===== src/inc/nghm_pkg.sv =====
// package of constants and types for the liveness supervision block
package nghm_pkg;
  // register indices (object numbers)
  localparam logic [15:0] REG_CONS_CFG = 16'h1016;
  localparam logic [15:0] REG_PROD_TIME = 16'h1017;
  localparam logic [15:0] REG_APP_FAULT = 16'h300B;
  localparam logic [15:0] REG_PWR_FAULT = 16'h300D;
  localparam logic [15:0] REG_GUARD_TIME = 16'h100C;
  localparam logic [15:0] REG_LIFE_FACTOR = 16'h100D;
  localparam logic [15:0] REG_CTRL = 16'h2066;
  localparam logic [15:0] REG_STATUS = 16'h2100;
  // reset values
  localparam logic [31:0] CONS_CFG_RST = 32'h0000_0000;
  localparam logic [15:0] PROD_TIME_RST = 16'h0000;
  localparam logic [15:0] GUARD_TIME_RST = 16'h0000;
  localparam logic [7:0] LIFE_FACTOR_RST = 8'h00;
  localparam logic [7:0] BUS_TMO_RST = 8'h00;
  // field positions
  localparam int CONS_TMO_LSB = 0;
  localparam int CONS_NODE_LSB = 16;
  localparam int TOGGLE_BIT = 7;
  localparam int APP_BUS_TMO_BIT = 20;
  localparam int CTRL_ACK_BIT = 8;
  // identifiers and state codes
  localparam logic [10:0] COB_GUARD_BASE = 11'h700;
  localparam logic [6:0] NODE_STATE_BOOT = 7'h00;
  localparam logic [6:0] NODE_STATE_STOPPED = 7'h04;
  localparam logic [6:0] NODE_STATE_OPER = 7'h05;
  localparam logic [6:0] NODE_STATE_PREOP = 7'h7F;
  // timing
  localparam int CLK_HZ = 50_000_000;
  localparam int MS_PER_TICK = 1;
  localparam int TICK_CYCLES = CLK_HZ / 1000 * MS_PER_TICK;
  localparam int HB_STEP_MS = 10;

  typedef enum {NS_BOOT, NS_PREOP, NS_OPER, NS_STOPPED} nghm_nmt_t;

  typedef struct packed {
    logic valid;
    logic rtr;
    logic [10:0] id;
    logic [7:0] data;
  } nghm_frame_t;
endpackage


===== src/hw/nghm_tick.sv =====
// millisecond tick generator
`timescale 1ns/10ps
module nghm_tick #(
  parameter int CYCLES = nghm_pkg::TICK_CYCLES
) (
  input wire logic i_clk,
  input wire logic i_rst_n,
  output logic o_tick
);
  logic [31:0] cnt_q;

  always_ff @(posedge i_clk or negedge i_rst_n) begin
    if (!i_rst_n) begin
      cnt_q <= 32'h0000_0000;
    end else if (cnt_q == 32'(CYCLES - 1)) begin
      cnt_q <= 32'h0000_0000;
    end else begin
      cnt_q <= cnt_q + 32'h0000_0001;
    end
  end

  assign o_tick = (cnt_q == 32'(CYCLES - 1));
endmodule


===== src/hw/nghm_timer.sv =====
// restartable millisecond watchdog with expiry pulse
`timescale 1ns/10ps
module nghm_timer (
  input wire logic i_clk,
  input wire logic i_rst_n,
  input wire logic i_tick,
  input wire logic i_arm,
  input wire logic i_kick,
  input wire logic [23:0] i_limit,
  output logic o_expire
);
  logic [23:0] cnt_q;
  logic run_q;

  // limit of zero never expires
  assign o_expire = run_q && i_tick && i_arm && !i_kick
                    && (i_limit != 24'h00_0000)
                    && (cnt_q + 24'h00_0001 >= i_limit);

  always_ff @(posedge i_clk or negedge i_rst_n) begin
    if (!i_rst_n) begin
      cnt_q <= 24'h00_0000;
      run_q <= 1'b0;
    end else if (!i_arm) begin
      cnt_q <= 24'h00_0000;
      run_q <= 1'b0;
    end else if (i_kick) begin
      cnt_q <= 24'h00_0000;
      run_q <= 1'b1;
    end else if (o_expire) begin
      cnt_q <= 24'h00_0000;
      run_q <= 1'b0;
    end else if (run_q && i_tick) begin
      cnt_q <= cnt_q + 24'h00_0001;
    end
  end
endmodule


===== src/hw/nghm_top.sv =====
// node guarding and heartbeat liveness supervision
//
// Contract
// - answer query on 0x700+node, state+toggle
// - state codes 00,04,05,7F
// - guard time times life factor timeout raises error
// - bus timeout error acknowledgeable immediately
// - bus timeout stops running motor
// - producer and consumer enabled independently
// - no error unless bus timeout setting nonzero
// - producer active only when time nonzero
// - producer time counts ten millisecond steps
// - send heartbeat each period on 0x700+node
// - consumer low half is timeout ms
// - consumer bits 23..16 select node; the code decodes bits 22..16 only and ignores bit 23
// - consumer watches one node only
// - consumer supervision starts after first heartbeat
// - missing heartbeat raises error when enabled
// - application fault word fixed bit flags
// - power fault word fixed bit flags
// - guard time ms, factor counts periods
// - guarding supervision starts at first query
//
// Strobed register access was chosen for this implementation.
`timescale 1ns/10ps
module nghm_top #(
  parameter int TICK_CYCLES = nghm_pkg::TICK_CYCLES,
  parameter logic [6:0] NODE_ID = 7'h01
) (
  input wire logic i_ref_clk,
  input wire logic i_rstn,
  input wire logic [15:0] i_addr,
  input wire logic [31:0] i_wdata,
  input wire logic i_wr,
  input wire logic i_rd,
  output logic [31:0] o_rdata,
  input wire nghm_pkg::nghm_frame_t i_rx,
  output nghm_pkg::nghm_frame_t o_tx,
  input wire logic [1:0] i_nmt_state,
  input wire logic [31:0] i_app_faults,
  input wire logic [31:0] i_pwr_faults,
  input wire logic i_motor_running,
  output logic o_motor_stop,
  output logic o_error_state
);
  // ==========================================================
  // reset release
  logic rst_s1_q;
  logic rst_n;

  always_ff @(posedge i_ref_clk or negedge i_rstn) begin
    if (!i_rstn) begin
      rst_s1_q <= 1'b0;
      rst_n <= 1'b0;
    end else begin
      rst_s1_q <= 1'b1;
      rst_n <= rst_s1_q;
    end
  end

  // ==========================================================
  // configuration registers
  logic [31:0] cons_cfg_q;
  logic [15:0] prod_time_q;
  logic [15:0] guard_time_q;
  logic [7:0] life_factor_q;
  logic [7:0] bus_tmo_q;
  logic bus_tmo_err_q;
  logic ack_w;

  assign ack_w = i_wr && (i_addr == nghm_pkg::REG_CTRL)
                 && i_wdata[nghm_pkg::CTRL_ACK_BIT];

  always_ff @(posedge i_ref_clk or negedge rst_n) begin
    if (!rst_n) begin
      cons_cfg_q <= nghm_pkg::CONS_CFG_RST;
      prod_time_q <= nghm_pkg::PROD_TIME_RST;
      guard_time_q <= nghm_pkg::GUARD_TIME_RST;
      life_factor_q <= nghm_pkg::LIFE_FACTOR_RST;
      bus_tmo_q <= nghm_pkg::BUS_TMO_RST;
    end else if (i_wr) begin
      case (i_addr)
        nghm_pkg::REG_CONS_CFG: cons_cfg_q <= i_wdata;
        nghm_pkg::REG_PROD_TIME: prod_time_q <= i_wdata[15:0];
        nghm_pkg::REG_GUARD_TIME: guard_time_q <= i_wdata[15:0];
        nghm_pkg::REG_LIFE_FACTOR: life_factor_q <= i_wdata[7:0];
        nghm_pkg::REG_CTRL: bus_tmo_q <= i_wdata[7:0];
        default: ;
      endcase
    end
  end

  // ==========================================================
  // state code of this node
  logic [6:0] state_code;

  always_comb begin
    case (nghm_pkg::nghm_nmt_t'(i_nmt_state))
      nghm_pkg::NS_BOOT: state_code = nghm_pkg::NODE_STATE_BOOT;
      nghm_pkg::NS_PREOP: state_code = nghm_pkg::NODE_STATE_PREOP;
      nghm_pkg::NS_OPER: state_code = nghm_pkg::NODE_STATE_OPER;
      nghm_pkg::NS_STOPPED: state_code = nghm_pkg::NODE_STATE_STOPPED;
      default: state_code = nghm_pkg::NODE_STATE_PREOP;
    endcase
  end

  // ==========================================================
  // frame decode
  logic [10:0] own_id;
  logic [10:0] mon_id;
  logic guard_query;
  logic mon_hb;

  assign own_id = nghm_pkg::COB_GUARD_BASE + {4'h0, NODE_ID};
  assign mon_id = nghm_pkg::COB_GUARD_BASE
                  + {4'h0, cons_cfg_q[nghm_pkg::CONS_NODE_LSB +: 7]};
  // only remote frames count as queries
  assign guard_query = i_rx.valid && i_rx.rtr && (i_rx.id == own_id);
  assign mon_hb = i_rx.valid && !i_rx.rtr && (i_rx.id == mon_id);

  // ==========================================================
  // millisecond tick
  logic tick_ms;

  nghm_tick #(
    .CYCLES(TICK_CYCLES)
  ) u_tick (
    .i_clk(i_ref_clk),
    .i_rst_n(rst_n),
    .o_tick(tick_ms)
  );

  // ==========================================================
  // node guarding supervision
  logic guard_on;
  logic [23:0] guard_limit;
  logic guard_exp;

  assign guard_on = (guard_time_q != 16'h0000)
                    && (life_factor_q != 8'h00);
  assign guard_limit = {8'h00, guard_time_q} * {16'h0000, life_factor_q};

  // armed timer starts on first query
  nghm_timer u_guard_tmr (
    .i_clk(i_ref_clk),
    .i_rst_n(rst_n),
    .i_tick(tick_ms),
    .i_arm(guard_on),
    .i_kick(guard_query),
    .i_limit(guard_limit),
    .o_expire(guard_exp)
  );

  // ==========================================================
  // heartbeat consumer
  logic cons_on;
  logic cons_exp;

  assign cons_on = (cons_cfg_q[nghm_pkg::CONS_TMO_LSB +: 16] != 16'h0000);

  nghm_timer u_cons_tmr (
    .i_clk(i_ref_clk),
    .i_rst_n(rst_n),
    .i_tick(tick_ms),
    .i_arm(cons_on),
    .i_kick(mon_hb),
    .i_limit({8'h00, cons_cfg_q[nghm_pkg::CONS_TMO_LSB +: 16]}),
    .o_expire(cons_exp)
  );

  // ==========================================================
  // heartbeat producer
  logic [23:0] prod_ms_q;
  logic prod_fire;

  assign prod_fire = (prod_time_q != 16'h0000) && tick_ms
    && (prod_ms_q + 24'h00_0001
        >= 24'(prod_time_q * nghm_pkg::HB_STEP_MS));

  always_ff @(posedge i_ref_clk or negedge rst_n) begin
    if (!rst_n) begin
      prod_ms_q <= 24'h00_0000;
    end else if (prod_time_q == 16'h0000 || prod_fire) begin
      prod_ms_q <= 24'h00_0000;
    end else if (tick_ms) begin
      prod_ms_q <= prod_ms_q + 24'h00_0001;
    end
  end

  // ==========================================================
  // transmit path
  logic toggle_q;

  // toggle begins low, flips per reply
  always_ff @(posedge i_ref_clk or negedge rst_n) begin
    if (!rst_n) begin
      toggle_q <= 1'b0;
    end else if (guard_query) begin
      toggle_q <= ~toggle_q;
    end
  end

  // query reply wins; heartbeat waits for the first cycle without a query
  logic hb_pend_q;

  always_ff @(posedge i_ref_clk or negedge rst_n) begin
    if (!rst_n) begin
      hb_pend_q <= 1'b0;
    end else begin
      hb_pend_q <= (prod_fire || hb_pend_q) && guard_query;
    end
  end

  always_ff @(posedge i_ref_clk or negedge rst_n) begin
    if (!rst_n) begin
      o_tx <= '0;
    end else if (guard_query) begin
      o_tx.valid <= 1'b1;
      o_tx.rtr <= 1'b0;
      o_tx.id <= own_id;
      o_tx.data <= {toggle_q, state_code};
    end else if (prod_fire || hb_pend_q) begin
      o_tx.valid <= 1'b1;
      o_tx.rtr <= 1'b0;
      o_tx.id <= own_id;
      o_tx.data <= {1'b0, state_code};
    end else begin
      o_tx.valid <= 1'b0;
    end
  end

  // ==========================================================
  // bus timeout error
  logic tmo_set;

  assign tmo_set = (bus_tmo_q != 8'h00) && (guard_exp || cons_exp);

  // ack accepted any time; new timeout wins
  always_ff @(posedge i_ref_clk or negedge rst_n) begin
    if (!rst_n) begin
      bus_tmo_err_q <= 1'b0;
    end else if (tmo_set) begin
      bus_tmo_err_q <= 1'b1;
    end else if (ack_w) begin
      bus_tmo_err_q <= 1'b0;
    end
  end

  assign o_error_state = bus_tmo_err_q;

  always_ff @(posedge i_ref_clk or negedge rst_n) begin
    if (!rst_n) begin
      o_motor_stop <= 1'b0;
    end else begin
      o_motor_stop <= (tmo_set || bus_tmo_err_q) && i_motor_running;
    end
  end

  // ==========================================================
  // read path
  logic [31:0] app_word;

  // bus timeout flag on its fixed bit
  always_comb begin
    app_word = i_app_faults;
    app_word[nghm_pkg::APP_BUS_TMO_BIT] = bus_tmo_err_q;
  end

  always_ff @(posedge i_ref_clk or negedge rst_n) begin
    if (!rst_n) begin
      o_rdata <= 32'h0000_0000;
    end else if (i_rd) begin
      case (i_addr)
        nghm_pkg::REG_CONS_CFG: o_rdata <= cons_cfg_q;
        nghm_pkg::REG_PROD_TIME: o_rdata <= {16'h0000, prod_time_q};
        nghm_pkg::REG_GUARD_TIME: o_rdata <= {16'h0000, guard_time_q};
        nghm_pkg::REG_LIFE_FACTOR: o_rdata <= {24'h00_0000, life_factor_q};
        nghm_pkg::REG_CTRL: o_rdata <= {24'h00_0000, bus_tmo_q};
        nghm_pkg::REG_APP_FAULT: o_rdata <= app_word;
        // power faults passed bit for bit
        nghm_pkg::REG_PWR_FAULT: o_rdata <= i_pwr_faults;
        nghm_pkg::REG_STATUS: o_rdata <= {29'h0, guard_on, cons_on,
                                          bus_tmo_err_q};
        default: o_rdata <= 32'h0000_0000;
      endcase
    end else begin
      o_rdata <= 32'h0000_0000;
    end
  end
endmodule


===== config.mk =====
export PLATFORM = sky130hd
export DESIGN_NAME = nghm_top
export DESIGN_NICKNAME = d
export VERILOG_FILES = /design/src/inc/nghm_pkg.sv /design/src/hw/nghm_tick.sv /design/src/hw/nghm_timer.sv /design/src/hw/nghm_top.sv
export SDC_FILE = /design/constraint.sdc
export NUM_CORES = 1
export LEC_CHECK = 0
export BUFFER_PORTS_ARGS = -buffer_cell sky130_fd_sc_hd__buf_2
export CAP_MARGIN = 20
export CORE_MARGIN = 3
export CORE_UTILIZATION = 40
export DETAILED_ROUTE_END_ITERATION = 16
export SLEW_MARGIN = 15
export SYNTH_ARGS = -nofsm -noshare
export SYNTH_HDL_FRONTEND = slang
export SYNTH_SLANG_ARGS = --single-unit

===== constraint.sdc =====
create_clock -name i_ref_clk -period 7.7 [get_ports i_ref_clk]
set_clock_uncertainty 0.05 [all_clocks]
set_input_delay 1.155 -clock i_ref_clk [delete_from_list [all_inputs] [get_ports i_ref_clk]]
set_output_delay 1.155 -clock i_ref_clk [all_outputs]
set_load 0.01 [all_outputs]

==> impl_metrics.csv <==
group,metric,value,unit
final_layout,final_core_util,46.4,%
grt,first_global_vias,14500,
clock_tree,clkTransAtPathRegs,0.06,ns
logic_synthesis,yosysSeqAreaShare,32.5,%
final_layout,fin_nets,2358,
logic_synthesis,async_reset_ff_share,100,%
grt,grt_max_degree,165,
clock_tree,root_buffer,"clkbuf_16",
logic_synthesis,synth_seq_cells,230,
logic_synthesis,synth_cells,1852,
place,dp_hpwl,36500,um
route,wire_per_inst,18.3,um
route,via_count,14500,
floorplanning,row_count,76,
grt,grt_overflow,0,
timing,maxSlewHeadroom,37.4,%
critical_path,worst-setup-path-type,"reg -> reg",
clock_tree,holdBufCountCts,0,
pwr,power,0.00270,W
grt,antenna_found_initial,7,
critical_path,cp_max_fo,23,
timing,slew_violations,0,
clock_tree,htree_num_levels,1,
outcome,status,"finished, final reports clean",
timing,final-setup-viol-count,0,
route,drc,0,
logic_synthesis,netlist_area,17700,um^2
timing,period_share,94.8,%
critical_path,startpoint_type,"flip-flop",
timing,rsz0062_at_grt,"no",
critical_path,end_kind,"flip-flop",
pwr,p_per_area,134,nW/um^2
critical_path,required,8.11,ns
floorplanning,die-area,46800,um^2
critical_path,reg2reg_setup_slack,0.40,ns
route,drtIter0Drc,986,
clock_tree,clock_latency,0.57,ns
timing,min_period,7.30,ns
final_layout,drive_gt1_share,17.6,%
logic_synthesis,ys_warn_count,0,
final_layout,n_fill_cell,4170,
pwr,peakVddDrop,0.148,mV
logic_synthesis,post_synth.cell_area_avg,9.55,um^2
timing,fin_tns_setup,0,ns
clock_tree,clockBufferDepth,3,
clock_tree,ctsResizeCount,0,
place,gp_congestion,0.851,
clock_tree,cts_buffers,28,
route,vias_per_cell,5.56,
logic_synthesis,synth_ff_type,"dfrtp_1",
grt,grt_pass1_wl,77700,um
critical_path,critPathArrivalTime,7.71,ns
clock_tree,cts_tree,"done",
clock_tree,cts_setup_buffers,0,
final_layout,area_growth,13.8,%
clock_tree,clkSinkCount,230,
floorplanning,fp.dieH,216,um
run,maxCapViolations,0,
route,dr.pass1.iters,8,
critical_path,rr_worst_depth,26,
route,wl,47800,um
logic_synthesis,synthDistinctLibCells,77,
floorplanning,floorplan.initialDensity,40.8,%
timing,hold_viol,0,
floorplanning,floorplan.core_area,43400,um^2
logic_synthesis,synth_edf_count,0,
critical_path,startpoint,"guard_time_q[11]",
critical_path,critPathCapture,"u_guard_tmr.cnt_q[18]",
timing,worstMarginPinSlew,0.939,ns
timing,fmax,137,MHz
pwr,p_leak,9.54,nW
route,route.antenna.remaining_nets,0,
grt,grtUsageTotal,20.4,%
critical_path,r2r-end,"u_guard_tmr.cnt_q[18]",
floorplanning,die_x,216,um
worst_hold_path,min_path_type,"reg -> reg",
critical_path,r2r-start,"guard_time_q[11]",
place,numPortBuffers,177,
floorplanning,pin_count,195,
-- metrics by stage --
| step | hold slack, ns | area (um^2) | instances | setup WS, ns |
|---|---|---|---|---|
| 2_1_floorplan | 0.281 | 17700 | 1859 | 0.766 |
| 3_3_place_gp | 0.287 | 19100 | 2550 | 0.591 |
| 3_5_place_dp | 0.289 | 19100 | 2550 | 0.531 |
| 4_1_cts | 0.280 | 20100 | 2601 | 0.464 |
| 5_1_grt | 0.283 | 20100 | 2605 | 0.0192 |
| 6_report | 0.298 | 20100 | 2605 | 0.398 |
-- Yosys cell counts, types with 3 or more instances --
library cell | instances | share of area [%]
o31ai_1 | 4 | 0.17
o21a_1 | 3 | 0.13
a311oi_1 | 3 | 0.15
and4b_1 | 4 | 0.23
nor4_1 | 37 | 1.3
o211ai_1 | 6 | 0.25
dfrtp_1 | 230 | 33
nor4b_1 | 5 | 0.25
xor2_1 | 58 | 2.9
mux2_2 | 80 | 5.1
and4_1 | 5 | 0.25
a21oi_1 | 59 | 1.7
a211oi_1 | 8 | 0.34
o21bai_1 | 3 | 0.13
nand3_1 | 91 | 2.6
o21ai_1 | 3 | 0.085
or3_1 | 7 | 0.25
buf_6 | 5 | 0.32
nand2b_1 | 12 | 0.42
buf_4 | 16 | 0.68
a31o_1 | 3 | 0.15
buf_2 | 5 | 0.14
a222oi_1 | 30 | 1.7
ha_1 | 137 | 9.7
mux2i_1 | 24 | 1.4
clkbuf_1 | 70 | 1.5
a2111oi_0 | 5 | 0.25
nand4_1 | 32 | 1.1
nor2_1 | 87 | 1.8
nor2b_1 | 14 | 0.50
o21ai_0 | 53 | 1.5
and2_1 | 71 | 2.5
a22oi_1 | 24 | 1.0
o31a_1 | 3 | 0.15
a221oi_1 | 4 | 0.20
a31oi_1 | 31 | 1.1
or2_2 | 5 | 0.18
xnor2_1 | 60 | 3.0
nor3_1 | 22 | 0.62
and3_1 | 35 | 1.2
nand3b_1 | 10 | 0.42
nand2_1 | 200 | 4.2
inv_1 | 128 | 2.7
a21o_1 | 29 | 1.2
fa_1 | 85 | 9.6
-- cell usage in the layout, fill, tap and decap left out, types with 29 or more instances in the layout --
| master | netlist | final |
|---|---|---|
| dfrtp_1 | 230 | 229 |
| nand2_1 | 200 | 200 |
| buf_2 | 5 | 177 |
| ha_1 | 137 | 137 |
| inv_1 | 128 | 128 |
| nand3_1 | 91 | 91 |
| fa_1 | 85 | 85 |
| nor2_1 | 87 | 82 |
| mux2_2 | 80 | 80 |
| and2_1 | 71 | 71 |
| xnor2_1 | 60 | 60 |
| a21oi_1 | 59 | 59 |
| xor2_1 | 58 | 58 |
| o21ai_0 | 53 | 53 |
| nor4_1 | 37 | 36 |
| and3_1 | 35 | 35 |
| nand4_1 | 32 | 32 |
| a31oi_1 | 31 | 31 |
| a222oi_1 | 30 | 30 |
| a21o_1 | 29 | 29 |
| clkbuf_16 | 0 | 29 |
-- worst min-delay path by stage --
stage / end / cells after the start / slack (ns) / start
2_1_floorplan: rst_n / 0 / 0.28 / rst_s1_q
3_3_place_gp: rst_n / 0 / 0.29 / rst_s1_q
3_5_place_dp: rst_n / 0 / 0.29 / rst_s1_q
4_1_cts: rst_n / 1 / 0.28 / i_rstn
5_1_grt: rst_n / 1 / 0.28 / i_rstn
6_report: rst_n / 0 / 0.30 / rst_s1_q
-- layout make-up --
cell class                      instances  area [um^2]  area share, %
Antenna cell                            3         7.51         0.0373
Clock buffer                           42          865           4.30
Clock inverter                          9          126          0.628
Inverter                              129          484           2.41
Multi-Input combinational cell       1402        11000           54.8
Sequential cell                       230         5760           28.6
Tap cell                              585          732           3.64
Timing Repair Buffer                  205         1110           5.53
-- metal layers --
metal / share of wire, % / up-vias / track usage (%)
met5: 0.12 / - / 0
met4: 2.6 / 8 / 5.98
met3: 7.2 / 79 / 5.16
met2: 47 / 424 / 33.6
met1: 43 / 7142 / 26.6
li1: - / 6820 / -
-- flip-flops by register name, summed over array words and instances (netlist names) --
| register | flops |
|---|---|
| cons_cfg_q | 32 |
| o_rdata | 32 |
| u_tick.cnt_q | 32 |
| prod_ms_q | 24 |
| u_cons_tmr.cnt_q | 24 |
| u_guard_tmr.cnt_q | 24 |
| guard_time_q | 16 |
| prod_time_q | 16 |
| bus_tmo_q | 8 |
| life_factor_q | 8 |
| o_tx | 6 |
| hb_pend_q | 1 |
| o_error_state | 1 |
| o_motor_stop | 1 |
| rst_n | 1 |
| rst_s1_q | 1 |
| toggle_q | 1 |
| u_cons_tmr.run_q | 1 |
| u_guard_tmr.run_q | 1 |
-- report_power, final --
group / internal (W) / switching (W) / total, W
sequential: 0.00121 / 0.00000760 / 0.00122
clock: 0.000871 / 0.000530 / 0.00140
combinational: 0.0000311 / 0.0000497 / 0.0000808
total: 0.00211 / 0.000587 / 0.00270
-- logic make-up (layout without fill, tap and decap cells) --
family | after synthesis | count (layout) | synth area share, %
DFF | 230 | 230 | 32.5
AOI/OAI and AO/OA | 294 | 294 | 11.6
and+or+nand+nor | 653 | 653 | 18.7
adders and majority gates | 222 | 222 | 19.3
muxes | 106 | 106 | 6.58
buffers and inverters | 227 | 385 | 5.40
xor gates and xnor gates | 118 | 118 | 5.84
other | 2 | 12 | 0.0425
-- critical path: stages (launching register included) --
cell and delay (ns):
dfrtp_1 0.54, and2_1 0.24, fa_1 0.53, inv_1 0.05, fa_1 0.48, fa_1 0.52
fa_1 0.54, inv_1 0.04, ha_1 0.38, a21o_1 0.24, a211oi_1 0.37, o211ai_1 0.15
and3_1 0.22, o31a_1 0.30, or2_2 0.30, ha_1 0.20, a21o_1 0.17, a21o_1 0.16
a21oi_1 0.19, o2111ai_1 0.20, a41oi_1 0.22, a21oi_1 0.15, o41ai_4 0.18, buf_6 0.23
buf_4 0.26, a31oi_1 0.12, mux2i_1 0.15
Power figures use the tool's default switching activity.
